===== config.mk =====
export PLATFORM = sky130hd
export DESIGN_NAME = pfd_config
export DESIGN_NICKNAME = d
export VERILOG_FILES = /design/src/common/pfd_pkg.sv /design/src/common/pfd_div_if.sv /design/src/design/pfd_divider.sv /design/src/design/pfd_outdiv.sv /design/src/design/pfd_config.sv
export SDC_FILE = /design/constraint.sdc
export NUM_CORES = 1
export LEC_CHECK = 0
export BUFFER_PORTS_ARGS = -buffer_cell sky130_fd_sc_hd__buf_2
export CORE_MARGIN = 4
export CORE_UTILIZATION = 45
export CTS_BUF_LIST = sky130_fd_sc_hd__clkbuf_4 sky130_fd_sc_hd__clkbuf_8
export CTS_CLUSTER_DIAMETER = 100
export DETAILED_ROUTE_END_ITERATION = 16
export GPL_TIMING_DRIVEN = 0
export RECOVER_POWER = 50
export SLEW_MARGIN = 20
export SYNTH_ARGS = -nofsm -noshare
export SYNTH_HDL_FRONTEND = slang
export SYNTH_HIERARCHICAL = 1
export SYNTH_SLANG_ARGS = --single-unit

===== constraint.sdc =====
create_clock -name clk -period 11.7 [get_ports clk]
set_clock_uncertainty 0.2 [all_clocks]
set_input_delay 1.755 -clock clk [delete_from_list [all_inputs] [get_ports clk]]
set_output_delay 1.755 -clock clk [all_outputs]
set_load 0.005 [all_outputs]

===== src/common/pfd_pkg.sv =====
// Package: register map, field layout, reset values and limits of the second PLL configuration
package pfd_pkg;
   // ==========================================================================
   // Register offsets (byte addresses on the serial register port)
   // ==========================================================================
   localparam logic [7:0] PFD_SET0_BASE = 8'h28;
   localparam logic [7:0] PFD_SET1_BASE = 8'h2c;
   localparam logic [7:0] PFD_SET1_FB_HIGH = 8'h2c;
   localparam logic [7:0] PFD_SET1_FB_LOW_REM_HIGH = 8'h2d;
   localparam logic [7:0] PFD_SET1_REM_LOW_QUOT_HIGH = 8'h2e;
   localparam logic [7:0] PFD_SET1_QUOT_LOW_SHIFT_RANGE = 8'h2f;
   localparam int PFD_NUM_BYTES = 8;
   // ==========================================================================
   // Field widths and positions inside the 32-bit concatenation of one set
   // ==========================================================================
   localparam int PFD_N_W = 12;
   localparam int PFD_R_W = 9;
   localparam int PFD_Q_W = 6;
   localparam int PFD_P_W = 3;
   localparam int PFD_B_W = 2;
   localparam int PFD_N_LSB = 20;
   localparam int PFD_R_LSB = 11;
   localparam int PFD_Q_LSB = 5;
   localparam int PFD_P_LSB = 2;
   localparam int PFD_B_LSB = 0;
   // ==========================================================================
   // Reset values
   // ==========================================================================
   localparam logic [11:0] PFD_N_RST = 12'h004;
   localparam logic [8:0]  PFD_R_RST = 9'h000;
   localparam logic [5:0]  PFD_Q_RST = 6'h10;
   localparam logic [2:0]  PFD_P_RST = 3'h2;
   localparam logic [1:0]  PFD_B_RST = 2'h0;
   localparam logic [31:0] PFD_SET_RST = {PFD_N_RST, PFD_R_RST, PFD_Q_RST, PFD_P_RST, PFD_B_RST};
   // ==========================================================================
   // Limits and thresholds
   // ==========================================================================
   localparam logic [11:0] PFD_M_MAX = 12'h1ff;
   localparam logic [11:0] PFD_N_MAX = 12'hfff;
   localparam logic [5:0]  PFD_Q_MIN = 6'h10;
   localparam logic [5:0]  PFD_Q_MAX = 6'h3f;
   localparam logic [2:0]  PFD_P_BASE = 3'h4;
   localparam int PFD_LOG_STEPS = 12;
   localparam logic [31:0] PFD_VCO_T1_KHZ = 32'd125000;
   localparam logic [31:0] PFD_VCO_T2_KHZ = 32'd150000;
   localparam logic [31:0] PFD_VCO_T3_KHZ = 32'd175000;
   localparam int PFD_DIV_W = 32;
   localparam int PFD_DVS_W = 12;
   localparam logic [5:0] PFD_DIV_STEPS = 6'd32;
   localparam int PFD_PDIV_W = 7;
   localparam int PFD_FIN_W = 18;
endpackage : pfd_pkg


===== src/common/pfd_div_if.sv =====
// Interface: request and answer of the shared sequential divider
`timescale 1ns/10ps
`default_nettype none
interface pfd_div_if;
   import pfd_pkg::*;
   logic                 start;
   logic [PFD_DIV_W-1:0] dividend;
   logic [PFD_DVS_W-1:0] divisor;
   logic                 busy;
   logic                 done;
   logic [PFD_DIV_W-1:0] quot;
   logic [PFD_DVS_W-1:0] rem;
   modport master (output start, output dividend, output divisor,
                   input busy, input done, input quot, input rem);
   modport slave  (input start, input dividend, input divisor,
                   output busy, output done, output quot, output rem);
endinterface : pfd_div_if
`default_nettype wire


===== src/design/pfd_divider.sv =====
// Restoring divider, one quotient bit per clock
`timescale 1ns/10ps
`default_nettype none
module pfd_divider
   import pfd_pkg::*;
(
   // Clock and reset
   input wire logic clk,
   input wire logic rst,
   // Divider port
   pfd_div_if.slave dv
);
   logic [PFD_DIV_W-1:0] q;
   logic [PFD_DVS_W:0]   r;
   logic [PFD_DVS_W-1:0] dvs;
   logic [PFD_DIV_W-1:0] dvd_hold;
   logic [5:0]           cnt;
   logic                 done;
   // ==========================================================================
   // Shift and subtract datapath
   // ==========================================================================
   wire logic [PFD_DVS_W:0] r_sh  = {r[PFD_DVS_W-1:0], q[PFD_DIV_W-1]};
   wire logic               fits  = r_sh >= {1'b0, dvs};
   wire logic [PFD_DVS_W:0] r_sub = r_sh - {1'b0, dvs};

   // A new request is ignored while busy; the caller waits for done
   always_ff @(posedge clk) begin
      if (rst) begin
         q <= '0;
         r <= '0;
         dvs <= '0;
         dvd_hold <= '0;
         cnt <= '0;
         done <= 1'b0;
      end else if (dv.start && cnt == 6'd0) begin
         q <= dv.dividend;
         r <= '0;
         dvs <= dv.divisor;
         dvd_hold <= dv.dividend;
         cnt <= PFD_DIV_STEPS;
         done <= 1'b0;
      end else if (cnt != 6'd0) begin
         r <= fits ? r_sub : r_sh;
         q <= {q[PFD_DIV_W-2:0], fits};
         cnt <= cnt - 6'd1;
         done <= cnt == 6'd1;
      end else begin
         done <= 1'b0;
      end
   end

   assign dv.busy = cnt != 6'd0;
   assign dv.done = done;
   assign dv.quot = q;
   assign dv.rem  = r[PFD_DVS_W-1:0];
endmodule : pfd_divider
`default_nettype wire


===== src/design/pfd_outdiv.sv =====
// Output divider: divides the synthesized tick stream by 1 to 127
`timescale 1ns/10ps
`default_nettype none
module pfd_outdiv
   import pfd_pkg::*;
(
   // Clock and reset
   input wire logic                  clk,
   input wire logic                  rst,
   // Control
   input wire logic                  enable,
   input wire logic [PFD_PDIV_W-1:0] pdiv,
   // Output
   output logic                      out_tick
);
   logic [PFD_PDIV_W-1:0] cnt;
   // Zero divider means standby: counter cleared, no ticks
   wire logic run  = enable && pdiv != '0;
   wire logic wrap = cnt >= pdiv - 7'd1;

   // One tick every pdiv clocks
   always_ff @(posedge clk) begin
      if (rst || !run) begin
         cnt <= '0;
         out_tick <= 1'b0;
      end else begin
         cnt <= wrap ? '0 : cnt + 7'd1;
         out_tick <= wrap;
      end
   end
endmodule : pfd_outdiv
`default_nettype wire


===== src/design/pfd_config.sv =====
// Second PLL configuration: two parameter sets, P/Q/R calculator, state select, power-up gating
// How it works
// - Band code 00 below 125, 01 to 150, 10 to 175, 11 above MHz.
// - M must be 1..511 and N 1..4095; other requests are flagged invalid.
// - Output divider 1..127; output frequency is input times N/M over divider.
// - VCO frequency equals input frequency times N over M, undivided.
// - P is 4 minus floor log2 of N/M, clamped at zero.
// - Q is N' divided by M; R is the remainder.
// - N' is N shifted left by P; N must not be below M.
// - Set 1 N sits at 2Ch and 2Dh upper nibble, reset 004h; R follows.
// - R low bits, Q, P and band sit in 2Eh and 2Fh with resets.
// - Active-set outputs and the output divider stay disabled until the core supply is reported good.
// - State select bit picks set 0 or set 1 as the active set.
`timescale 1ns/10ps
`default_nettype none
module pfd_config
   import pfd_pkg::*;
(
   // Clock and reset
   input wire logic                   clk,
   input wire logic                   rst,
   // Register port from the serial interface
   input wire logic                   reg_wr,
   input wire logic [7:0]             reg_addr,
   input wire logic [7:0]             reg_wdata,
   output logic     [7:0]             reg_rdata,
   // Calculator request
   input wire logic                   calc_start,
   input wire logic                   calc_set,
   input wire logic [PFD_N_W-1:0]     calc_n,
   input wire logic [PFD_N_W-1:0]     calc_m,
   input wire logic [PFD_FIN_W-1:0]   fin_khz,
   output logic                       calc_busy,
   output logic                       calc_done,
   output logic                       cfg_invalid,
   output logic     [31:0]            vco_khz,
   output logic     [31:0]            fout_khz,
   // Pins
   input wire logic                   state_sel_pin,
   input wire logic                   core_supply_ok_pin,
   input wire logic [PFD_PDIV_W-1:0]  pdiv,
   // Active set and outputs
   output logic     [PFD_N_W-1:0]     act_feedback,
   output logic     [PFD_R_W-1:0]     act_remainder,
   output logic     [PFD_Q_W-1:0]     act_quotient,
   output logic     [PFD_P_W-1:0]     act_shift,
   output logic     [PFD_B_W-1:0]     act_vco_band,
   output logic                       out_enable,
   output logic                       out_tick
);
   typedef enum logic [2:0] {ST_IDLE, ST_QUOT, ST_VCO, ST_OUT} pfd_state_e;

   pfd_state_e           state;
   logic [7:0]           regs [PFD_NUM_BYTES];
   logic                 sel_s1, sel_s2, pg_s1, pg_s2;
   logic                 set_lat, div_start;
   logic [PFD_N_W-1:0]   n_lat, m_lat;
   logic [PFD_P_W-1:0]   p_lat;
   logic [15:0]          nprime_lat;
   logic [PFD_Q_W-1:0]   q_lat;
   logic [PFD_R_W-1:0]   r_lat;
   logic                 q_bad;
   pfd_div_if            dv ();

   // ==========================================================================
   // Pin synchronisers: select and supply-good come from off-chip
   // ==========================================================================
   always_ff @(posedge clk) begin
      if (rst) begin
         sel_s1 <= 1'b0;
         sel_s2 <= 1'b0;
         pg_s1 <= 1'b0;
         pg_s2 <= 1'b0;
      end else begin
         sel_s1 <= state_sel_pin;
         sel_s2 <= sel_s1;
         pg_s1 <= core_supply_ok_pin;
         pg_s2 <= pg_s1;
      end
   end

   // ==========================================================================
   // Field views of both sets
   // ==========================================================================
   wire logic [31:0] set0_word = {regs[0], regs[1], regs[2], regs[3]};
   wire logic [31:0] set1_word = {regs[4], regs[5], regs[6], regs[7]};
   wire logic [31:0] act_word  = sel_s2 ? set1_word : set0_word;
   wire logic [PFD_N_W-1:0] second_pll_set1_feedback = set1_word[PFD_N_LSB +: PFD_N_W];
   wire logic [PFD_R_W-1:0] second_pll_set1_remainder = set1_word[PFD_R_LSB +: PFD_R_W];
   wire logic [PFD_Q_W-1:0] second_pll_set1_quotient = set1_word[PFD_Q_LSB +: PFD_Q_W];
   wire logic [PFD_P_W-1:0] second_pll_set1_shift = set1_word[PFD_P_LSB +: PFD_P_W];
   wire logic [PFD_B_W-1:0] second_pll_set1_vco_band = set1_word[PFD_B_LSB +: PFD_B_W];
   wire logic [PFD_B_W-1:0] second_pll_set0_vco_band = set0_word[PFD_B_LSB +: PFD_B_W];

   // ==========================================================================
   // Request check and shift computation
   // ==========================================================================
   wire logic range_ok = calc_m != '0 && calc_m <= PFD_M_MAX && calc_n != '0 && calc_n <= PFD_N_MAX;
   wire logic order_ok = calc_n >= calc_m;
   wire logic req_ok   = range_ok && order_ok;
   logic [PFD_LOG_STEPS-1:0] m_fits;
   // One compare per power of two: M shifted by k still not above N
   generate
      for (genvar k = 0; k < PFD_LOG_STEPS; k++) begin : g_log
         assign m_fits[k] = (24'(calc_m) << k) <= 24'(calc_n);
      end
   endgenerate
   wire logic [3:0] log_int = 4'($countones(m_fits)) - 4'd1;
   wire logic [PFD_P_W-1:0] p_calc = (log_int >= 4'(PFD_P_BASE)) ? 3'd0 : PFD_P_BASE - log_int[2:0];
   wire logic [15:0] nprime = 16'(calc_n) << p_calc;

   // ==========================================================================
   // Divider operands per step and result decoding
   // ==========================================================================
   assign dv.start    = div_start;
   assign dv.dividend = state == ST_QUOT ? 32'(nprime_lat)
                      : state == ST_VCO  ? 32'(fin_khz) * 32'(n_lat)
                      : dv.quot;
   assign dv.divisor  = state == ST_OUT ? 12'(pdiv) : m_lat;
   wire logic [PFD_B_W-1:0] band_calc = vco_khz < PFD_VCO_T1_KHZ ? 2'b00
                                      : vco_khz < PFD_VCO_T2_KHZ ? 2'b01
                                      : vco_khz < PFD_VCO_T3_KHZ ? 2'b10 : 2'b11;
   wire logic q_in_range = dv.quot >= 32'(PFD_Q_MIN) && dv.quot <= 32'(PFD_Q_MAX);
   wire logic [31:0] new_word = {n_lat, r_lat, q_lat, p_lat, band_calc};
   // A set is rewritten only when Q landed in range; a bad Q leaves the old
   // set in force so the loop never runs on a ratio it cannot hold, at the
   // cost of the host having to read cfg_invalid to learn the result was dropped
   wire logic commit = state == ST_OUT && (dv.done || pdiv == '0) && !q_bad;
   wire logic [7:0] rd_idx = reg_addr - PFD_SET0_BASE;
   wire logic addr_hit = reg_addr >= PFD_SET0_BASE && reg_addr <= PFD_SET1_QUOT_LOW_SHIFT_RANGE;

   pfd_divider u_div (
      .clk (clk),
      .rst (rst),
      .dv  (dv)
   );

   // ==========================================================================
   // Calculator sequence: Q and R, then VCO, then output frequency
   // ==========================================================================
   always_ff @(posedge clk) begin
      if (rst) begin
         state <= ST_IDLE;
         div_start <= 1'b0;
         set_lat <= 1'b0;
         n_lat <= '0;
         m_lat <= '0;
         p_lat <= '0;
         nprime_lat <= '0;
         q_lat <= '0;
         r_lat <= '0;
         q_bad <= 1'b0;
         cfg_invalid <= 1'b0;
         calc_done <= 1'b0;
         vco_khz <= '0;
         fout_khz <= '0;
      end else begin
         div_start <= 1'b0;
         calc_done <= 1'b0;
         case (state)
            ST_IDLE: begin
               if (calc_start) begin
                  cfg_invalid <= !req_ok;
                  q_bad <= 1'b0;
                  if (req_ok) begin
                     set_lat <= calc_set;
                     n_lat <= calc_n;
                     m_lat <= calc_m;
                     p_lat <= p_calc;
                     nprime_lat <= nprime;
                     div_start <= 1'b1;
                     state <= ST_QUOT;
                  end
               end
            end
            ST_QUOT: begin
               if (dv.done) begin
                  q_lat <= dv.quot[PFD_Q_W-1:0];
                  r_lat <= dv.rem[PFD_R_W-1:0];
                  q_bad <= !q_in_range;
                  div_start <= 1'b1;
                  state <= ST_VCO;
               end
            end
            ST_VCO: begin
               if (dv.done) begin
                  vco_khz <= dv.quot;
                  div_start <= pdiv != '0;
                  state <= ST_OUT;
               end
            end
            ST_OUT: begin
               if (dv.done || pdiv == '0) begin
                  fout_khz <= pdiv == '0 ? 32'd0 : dv.quot;
                  cfg_invalid <= q_bad;
                  calc_done <= 1'b1;
                  state <= ST_IDLE;
               end
            end
            default: state <= ST_IDLE;
         endcase
      end
   end

   // ==========================================================================
   // Register bytes: calculator result wins over a host write in the same cycle
   // ==========================================================================
   always_ff @(posedge clk) begin
      if (rst) begin
         for (int i = 0; i < PFD_NUM_BYTES; i++) begin
            regs[i] <= PFD_SET_RST[31 - 8 * (i % 4) -: 8];
         end
      end else if (commit) begin
         for (int i = 0; i < 4; i++) begin
            regs[set_lat ? i + 4 : i] <= new_word[31 - 8 * i -: 8];
         end
      end else if (reg_wr && addr_hit) begin
         regs[rd_idx[2:0]] <= reg_wdata;
      end
   end

   // ==========================================================================
   // Outputs: all registered, forced quiet until the supply is good
   // ==========================================================================
   always_ff @(posedge clk) begin
      if (rst || !pg_s2) begin
         act_feedback <= '0;
         act_remainder <= '0;
         act_quotient <= '0;
         act_shift <= '0;
         act_vco_band <= '0;
         out_enable <= 1'b0;
      end else begin
         act_feedback <= act_word[PFD_N_LSB +: PFD_N_W];
         act_remainder <= act_word[PFD_R_LSB +: PFD_R_W];
         act_quotient <= act_word[PFD_Q_LSB +: PFD_Q_W];
         act_shift <= act_word[PFD_P_LSB +: PFD_P_W];
         act_vco_band <= act_word[PFD_B_LSB +: PFD_B_W];
         out_enable <= 1'b1;
      end
   end

   // Read data and busy; unmapped addresses read zero
   always_ff @(posedge clk) begin
      if (rst) begin
         reg_rdata <= '0;
         calc_busy <= 1'b0;
      end else begin
         reg_rdata <= addr_hit ? regs[rd_idx[2:0]] : 8'h00;
         calc_busy <= (state != ST_IDLE) || (calc_start && req_ok);
      end
   end

   pfd_outdiv u_outdiv (
      .clk      (clk),
      .rst      (rst),
      .enable   (out_enable),
      .pdiv     (pdiv),
      .out_tick (out_tick)
   );
endmodule : pfd_config
`default_nettype wire


Word-level counts from Yosys, hierarchy flattened

Memories as Yosys holds them, arrays and structs flattened. A register that Yosys moved wholly into a read port is not among the register bits.
Cells that the tools add are included.

Bits in registers: 239
Bits in writable memories: 64
Input bits: 72
Output and inout bits: 109
Word-level logic and storage cells: 203
Memories: 1

Add/sub/neg operators: 18
Multipliers: 1
Order comparisons: 25
Equal/unequal tests: 10
Shifts and indexed selects: 1
Multiplexer cells: 61
Bitwise logic cells: 3
Reduce and logical (&&, ||, !) cells: 50

Memories:

| name | words | width | read ports | clocked after Yosys merged registers in | write ports | RTL line         | RTL |
|---|---|---|---|---|---|---|---|
| regs | 8     | 8     | 9          | 1                                       | 8           | pfd_config.sv:54 | `logic [7:0] regs [PFD_NUM_BYTES];` |

Operator list:

| kind                 | number |
|---|---|
| $mux 32              | 6 |
| $lt 32x18->1 const B | 2 |
| $mux 3               | 15 |
| $mux 8               | 5 |
| $reduce_or 8->1      | 5 |
| $ge 32x5->1 const B  | 1 |
| $le 32x6->1 const B  | 1 |
| $lt 32x17->1 const B | 1 |
| $mul 18x12->30       | 1 |
| $mux 1               | 25 |
| $mux 12              | 2 |
| $reduce_bool 12->1   | 2 |
| $le 23x12->1         | 1 |
| $le 22x12->1         | 1 |
| $le 21x12->1         | 1 |
| $le 20x12->1         | 1 |
| $le 19x12->1         | 1 |
| $le 18x12->1         | 1 |
| $le 17x12->1         | 1 |
| $le 16x12->1         | 1 |
| $shl 12x3->16        | 1 |
| $le 15x12->1         | 1 |
| $le 14x12->1         | 1 |
| $ge 13x12->1         | 1 |
| other kinds (47)     | 91 |

Longest topological paths before layout

Word-level depth: 10
Mapped depth: 28
Gate-level depth less buffers: 26

Modules after synthesis

The synthesis kept the hierarchy.

Modules (own cells, without submodules):

| module      | instances | cells an instance | area an instance (um^2) | seq. area each (um^2) |
|---|---|---|---|---|
| pfd_config  | 1         | 2175              | 19602.6                 | 5425.2 |
| pfd_divider | 1         | 376               | 3275.6                  | 1261.2 |
| pfd_outdiv  | 1         | 66                | 628.1                   | 160.2 |

Worst setup path before layout

Ideal clock, no wire load.

Path type: input port to flip-flop
Start: in calc_n[9]
End: reg nprime_lat[6]
Setup time: 0.103 ns
Arrival time: 7.693 ns
Required time: 11.397 ns
Slack: 3.704 ns
Cell stages on the path: 24
Buffers on the path: 3
Cells stage by stage: clkbuf_1 inv_1 ha_1 a21o_1 a21o_1 a21oi_1 a31oi_1 nor3_1 fa_1 fa_1 fa_1 inv_1 fa_1 inv_1 fa_1 clkbuf_1 inv_1 ha_1 clkbuf_1 nor2_1 a2bb2oi_1 o22ai_1 nor2_1 a2111oi_2

Cells in the longest elaborated chain, start to end: 9
Elaborated cells on any way between the ends: 35
Those cells by class: add/sub: 13; order compare: 15; shift: 1; mux: 1; reduce/logical: 5

RTL lines:

| element                                          | RTL line          | RTL |
|---|---|---|
| start: declaration                               | pfd_config.sv:30  | `input wire logic [PFD_N_W-1:0] calc_n,` |
| $le 19x12->1, or another cell as far along       | pfd_config.sv:105 | `assign m_fits[k] = (24'(calc_m) << k) <= 24'(calc_n);` |
| $add 1x1->2 (implied by the code)                | pfd_config.sv:108 | `wire logic [3:0] log_int = 4'($countones(m_fits)) - 4'd1;` |
| $add 2x2->3 (implied by the code)                | pfd_config.sv:108 |  |
| $add 3x3->4 (implied by the code)                | pfd_config.sv:108 |  |
| $add 4x3->4 (implied by the code)                | pfd_config.sv:108 |  |
| $sub 4x1->4                                      | pfd_config.sv:108 |  |
| $ge 4x3->1 / $sub 3x3->3 (equally long branches) | pfd_config.sv:109 | `wire logic [PFD_P_W-1:0] p_calc = (log_int >= 4'(PFD_P_BASE)) ? 3'd0 : PFD_P_BASE - log_int[2:0];` |
| $mux 3                                           | pfd_config.sv:109 |  |
| $shl 12x3->16                                    | pfd_config.sv:110 | `wire logic [15:0] nprime = 16'(calc_n) << p_calc;` |
| end signal: assignment                           | pfd_config.sv:170 | `nprime_lat <= nprime;` |
| end: declaration                                 | pfd_config.sv:59  | `logic [15:0] nprime_lat;` |

Several ways; a longest one is shown, not always the timed one.
A chain may end at the register's enable or synchronous reset.

Worst setup path in the final report

Same ends and word-level chain as after synthesis.

==> results.sh <==
export IMPL_cp_common_cell="fa_1"
export IMPL_synth_cell_type_count=88
export IMPL_cp_slowest_cell="fa_1"
export IMPL_critical_path_cell_chain="clkbuf_1, inv_1, ha_1, a21o_1, a21o_1, a21oi_1, a31oi_1, nor3_1, fa_1, fa_1, fa_1, inv_1, fa_1, inv_1, fa_1, clkbuf_1, inv_1, ha_1, clkbuf_1, nor2_1, a2bb2oi_1, o22ai_1, nor2_1, a2111oi_2"
export IMPL_grt_overflow_total=0
export IMPL_port_buffer_count=171
export IMPL_rows=83
export IMPL_cts_root_buffer="clkbuf_8"
export IMPL_clock_latency_ns=0.64
export IMPL_tightest_slew_ns=1.46
export IMPL_grt_max_degree=15
export IMPL_rsz0062_at_grt="false"
export IMPL_fin_total_pwr_uw=3480
export IMPL_postCtsSetupRepairBufs=0
export IMPL_synth_top_flop_cell="dfxtp_1"
export IMPL_rr_startpoint="n_lat[8]"
export IMPL_tns_ns=0
export IMPL_antenna_left=0
export IMPL_irDropWorstVdd_mv=0.0975
export IMPL_maxCapViolCount=1
export IMPL_ys_ff_latch=310
export IMPL_timing_critical_path_from="calc_n[9]"
export IMPL_die_y_um=237
export IMPL_grt_antenna_before_repair=0
export IMPL_via_per_inst=5.67
export IMPL_yosysWarnings=6
export IMPL_synth_edf_count=64
export IMPL_place_gp_congestion=0.928
export IMPL_critPathKind="in -> reg"
export IMPL_post_route_drc_count=0
export IMPL_grt_pass1_wl_um=114000
export IMPL_max_freq_ghz=0.114
export IMPL_period_needed_ns=8.75
export IMPL_track_usage_pct=25.3
export IMPL_firstDrtPassIters=7
export IMPL_drive_gt1_share_pct=8.90
export IMPL_crit_path_end_kind="flip-flop"
export IMPL_fin_crit_sh_pct=74.8
export IMPL_setup_viol=0
export IMPL_clock_sinks=310
export IMPL_hold_class="reg -> reg"
export IMPL_p_leak_uw=0.0111
export IMPL_relSlewSlack_pct=1.39
export IMPL_cts_resized_gates=0
export IMPL_diodes=0
export IMPL_hold_start="sel_s1"
export IMPL_synth_seq_area_share_pct=29.1
export IMPL_h_tree_depth=2
export IMPL_drt_iter0_drc=1508
export IMPL_crit_path_max_incr_delay_ns=0.55
export IMPL_crit_family="adder cells"
export IMPL_dp_final_hpwl_um=57000
export IMPL_wirelength_um=72200
export IMPL_avgSynthCellArea_um2=8.98
export IMPL_cts_tree="built"
export IMPL_synth_area_mm2=0.0235
export IMPL_die_area_mm2=0.0560
export IMPL_holdBufCountCts=0
export IMPL_syn_to_final_growth_pct=11.9
export IMPL_path_max_fanout=11
export IMPL_hold_viol=0
export IMPL_via_count=20200
export IMPL_core_mm2=0.0515
export IMPL_final_common_cell="nand2_1"
export IMPL_cp_arrival_ns=9.08
export IMPL_path_buf_inv=7
export IMPL_finalMaxSlewViolations=0
export IMPL_die_w_um=237
export IMPL_final_cell_mix="386 x nand2_1, 266 x inv_1, 246 x dfxtp_1"
export IMPL_wl_per_cell_um=20.3
export IMPL_path_clk_slew_ns=0.06
export IMPL_cp_required_ns=12.02
export IMPL_cts_buffers_inserted=52
export IMPL_synthCells=2617
export IMPL_powerDensity_mw_per_mm2=132
export IMPL_synthArstFlopShare_pct=0
export IMPL_num_io_pins=181
export IMPL_grt_pass1_vias=19900
export IMPL_syn_nets=3037
export IMPL_violations="capacitance limit"
export IMPL_start_kind="primary input"
export IMPL_start_util_pct=45.6
export IMPL_cts_buffer_depth=3
export IMPL_fin_nets=3263
export IMPL_status="finished with violations"
[synthesized netlist by cell type, types with 5 or more instances]
master / count / share of area (%)
xor2_1: 9 / 0.34
o31a_1: 6 / 0.22
nor2b_1: 20 / 0.53
nand2_1: 386 / 6.2
a21o_1: 23 / 0.73
and2_1: 72 / 1.9
mux4_2: 17 / 1.6
o22ai_1: 5 / 0.13
a22o_1: 87 / 3.2
nand3_1: 33 / 0.70
o211ai_1: 10 / 0.32
a211oi_1: 43 / 1.4
inv_1: 266 / 4.2
and3_1: 7 / 0.19
xnor2_1: 22 / 0.82
o21a_1: 19 / 0.61
a2111oi_0: 5 / 0.19
o221ai_1: 6 / 0.22
dfxtp_1: 246 / 21
clkbuf_1: 124 / 2.0
mux2_2: 9 / 0.43
a22oi_1: 7 / 0.22
ha_1: 180 / 9.6
o41ai_1: 5 / 0.19
or4_1: 5 / 0.16
or3_1: 22 / 0.59
o21ai_0: 76 / 1.6
a21oi_1: 164 / 3.5
buf_1: 20 / 0.32
fa_1: 168 / 14
nor2_1: 170 / 2.7
nand2b_1: 15 / 0.40
edfxtp_1: 64 / 8.2
a211o_1: 8 / 0.30
nor4_1: 19 / 0.51
o21bai_1: 5 / 0.16
a31oi_1: 8 / 0.21
nor3_1: 26 / 0.55
o31ai_1: 6 / 0.19
nor3b_1: 9 / 0.29
or2_2: 5 / 0.13
buf_2: 8 / 0.17
mux2i_1: 108 / 4.6
nand4_1: 22 / 0.59
[cell type report]
type / instances / area (µm²)
repair buffers: 172 / 777
multi-input cells: 1888 / 15100
flip-flops and latches: 310 / 6850
fillers: 4959 / 25200
well taps: 680 / 851
clock buffers: 75 / 976
clock inverters: 23 / 219
inverters: 266 / 998
plain buffers: 153 / 596
[routing by layer]
| metal | global-route usage (%) | share of wire [%] | vias up |
|---|---|---|---|
| li1 | - | - | 9456 |
| met1 | 36.7 | 46 | 9870 |
| met2 | 39.6 | 45 | 790 |
| met3 | 4.06 | 7.0 | 98 |
| met4 | 6.65 | 2.2 | 0 |
| met5 | 0 | 0 | - |
[worst register-to-register path, stage by stage (launching register included)]
cell and delay [ns]:
dfxtp_1 0.37, clkbuf_1 0.61, nand2_1 0.18, fa_1 0.57
inv_1 0.05, fa_1 0.47, fa_1 0.53, fa_1 0.54
inv_1 0.05, fa_1 0.62, inv_1 0.07, ha_1 0.28
clkbuf_1 0.28, o21ai_0 0.14, a21oi_1 0.27, nand3_1 0.10
or3_1 0.39, a2111oi_0 0.71, o21ai_0 0.16, a32o_1 0.29
mux2i_1 0.17, a211oi_1 0.10
[power breakdown]
group          total, µW  switching [µW]  leakage [µW]  internal [µW]
sequential          1290             116       0.00260           1170
clock               1090             464      0.000630            629
combinational       1110             692       0.00791            415
[logic make-up (layout without fill, tap and decap cells)]
logic type	after synthesis	after routing	synth area share [%]
AOI/OAI and AO/OA	534	534	15.7
xor gates and xnor gates	31	31	1.16
adders and majority gates	348	348	23.9
buffers and inverters	419	689	6.78
DFF	310	310	29.1
muxes	134	134	6.66
and+or+nand+nor	841	841	16.7
[final timing paths]
check | end | slack, ns | depth (start not counted)
worst max-delay path | nprime_lat[6] | 2.95 | 24
worst min-delay path | sel_s2 | 0.24 | 1
worst max register to register | u_div/dv.quot[28] | 4.43 | 21
worst min register to register | sel_s2 | 0.24 | 1
[per-stage QoR]
step | hold WS [ns] | utilization [%] | cells | setup WS, ns | instance area, µm²
after global routing | 0.266 | 51.1 | 3567 | 2.61 | 26300
after floorplan | 0.214 | - | 2617 | 3.70 | 23500
after global placement | 0.232 | 48.9 | 3468 | 2.47 | 25200
final | 0.235 | 51.1 | 3567 | 2.95 | 26300
after CTS | 0.238 | 51.3 | 3567 | 3.07 | 26400
after detailed placement | 0.223 | 49.0 | 3469 | 2.42 | 25200
[sequential cells by signal, summed over array words and instances, names as in the netlist, 7 cells and up]
signal and cells:
m_lat 12, u_div/dv.quot 32, fout_khz 32, u_div/r 12
u_div/dvs 12, n_lat 12, act_feedback 12, act_remainder 9
r_lat 9, u_outdiv/cnt 7, reg_rdata 8, vco_khz 32
nprime_lat 16, regs 64
(Power assumes the default switching activity.)
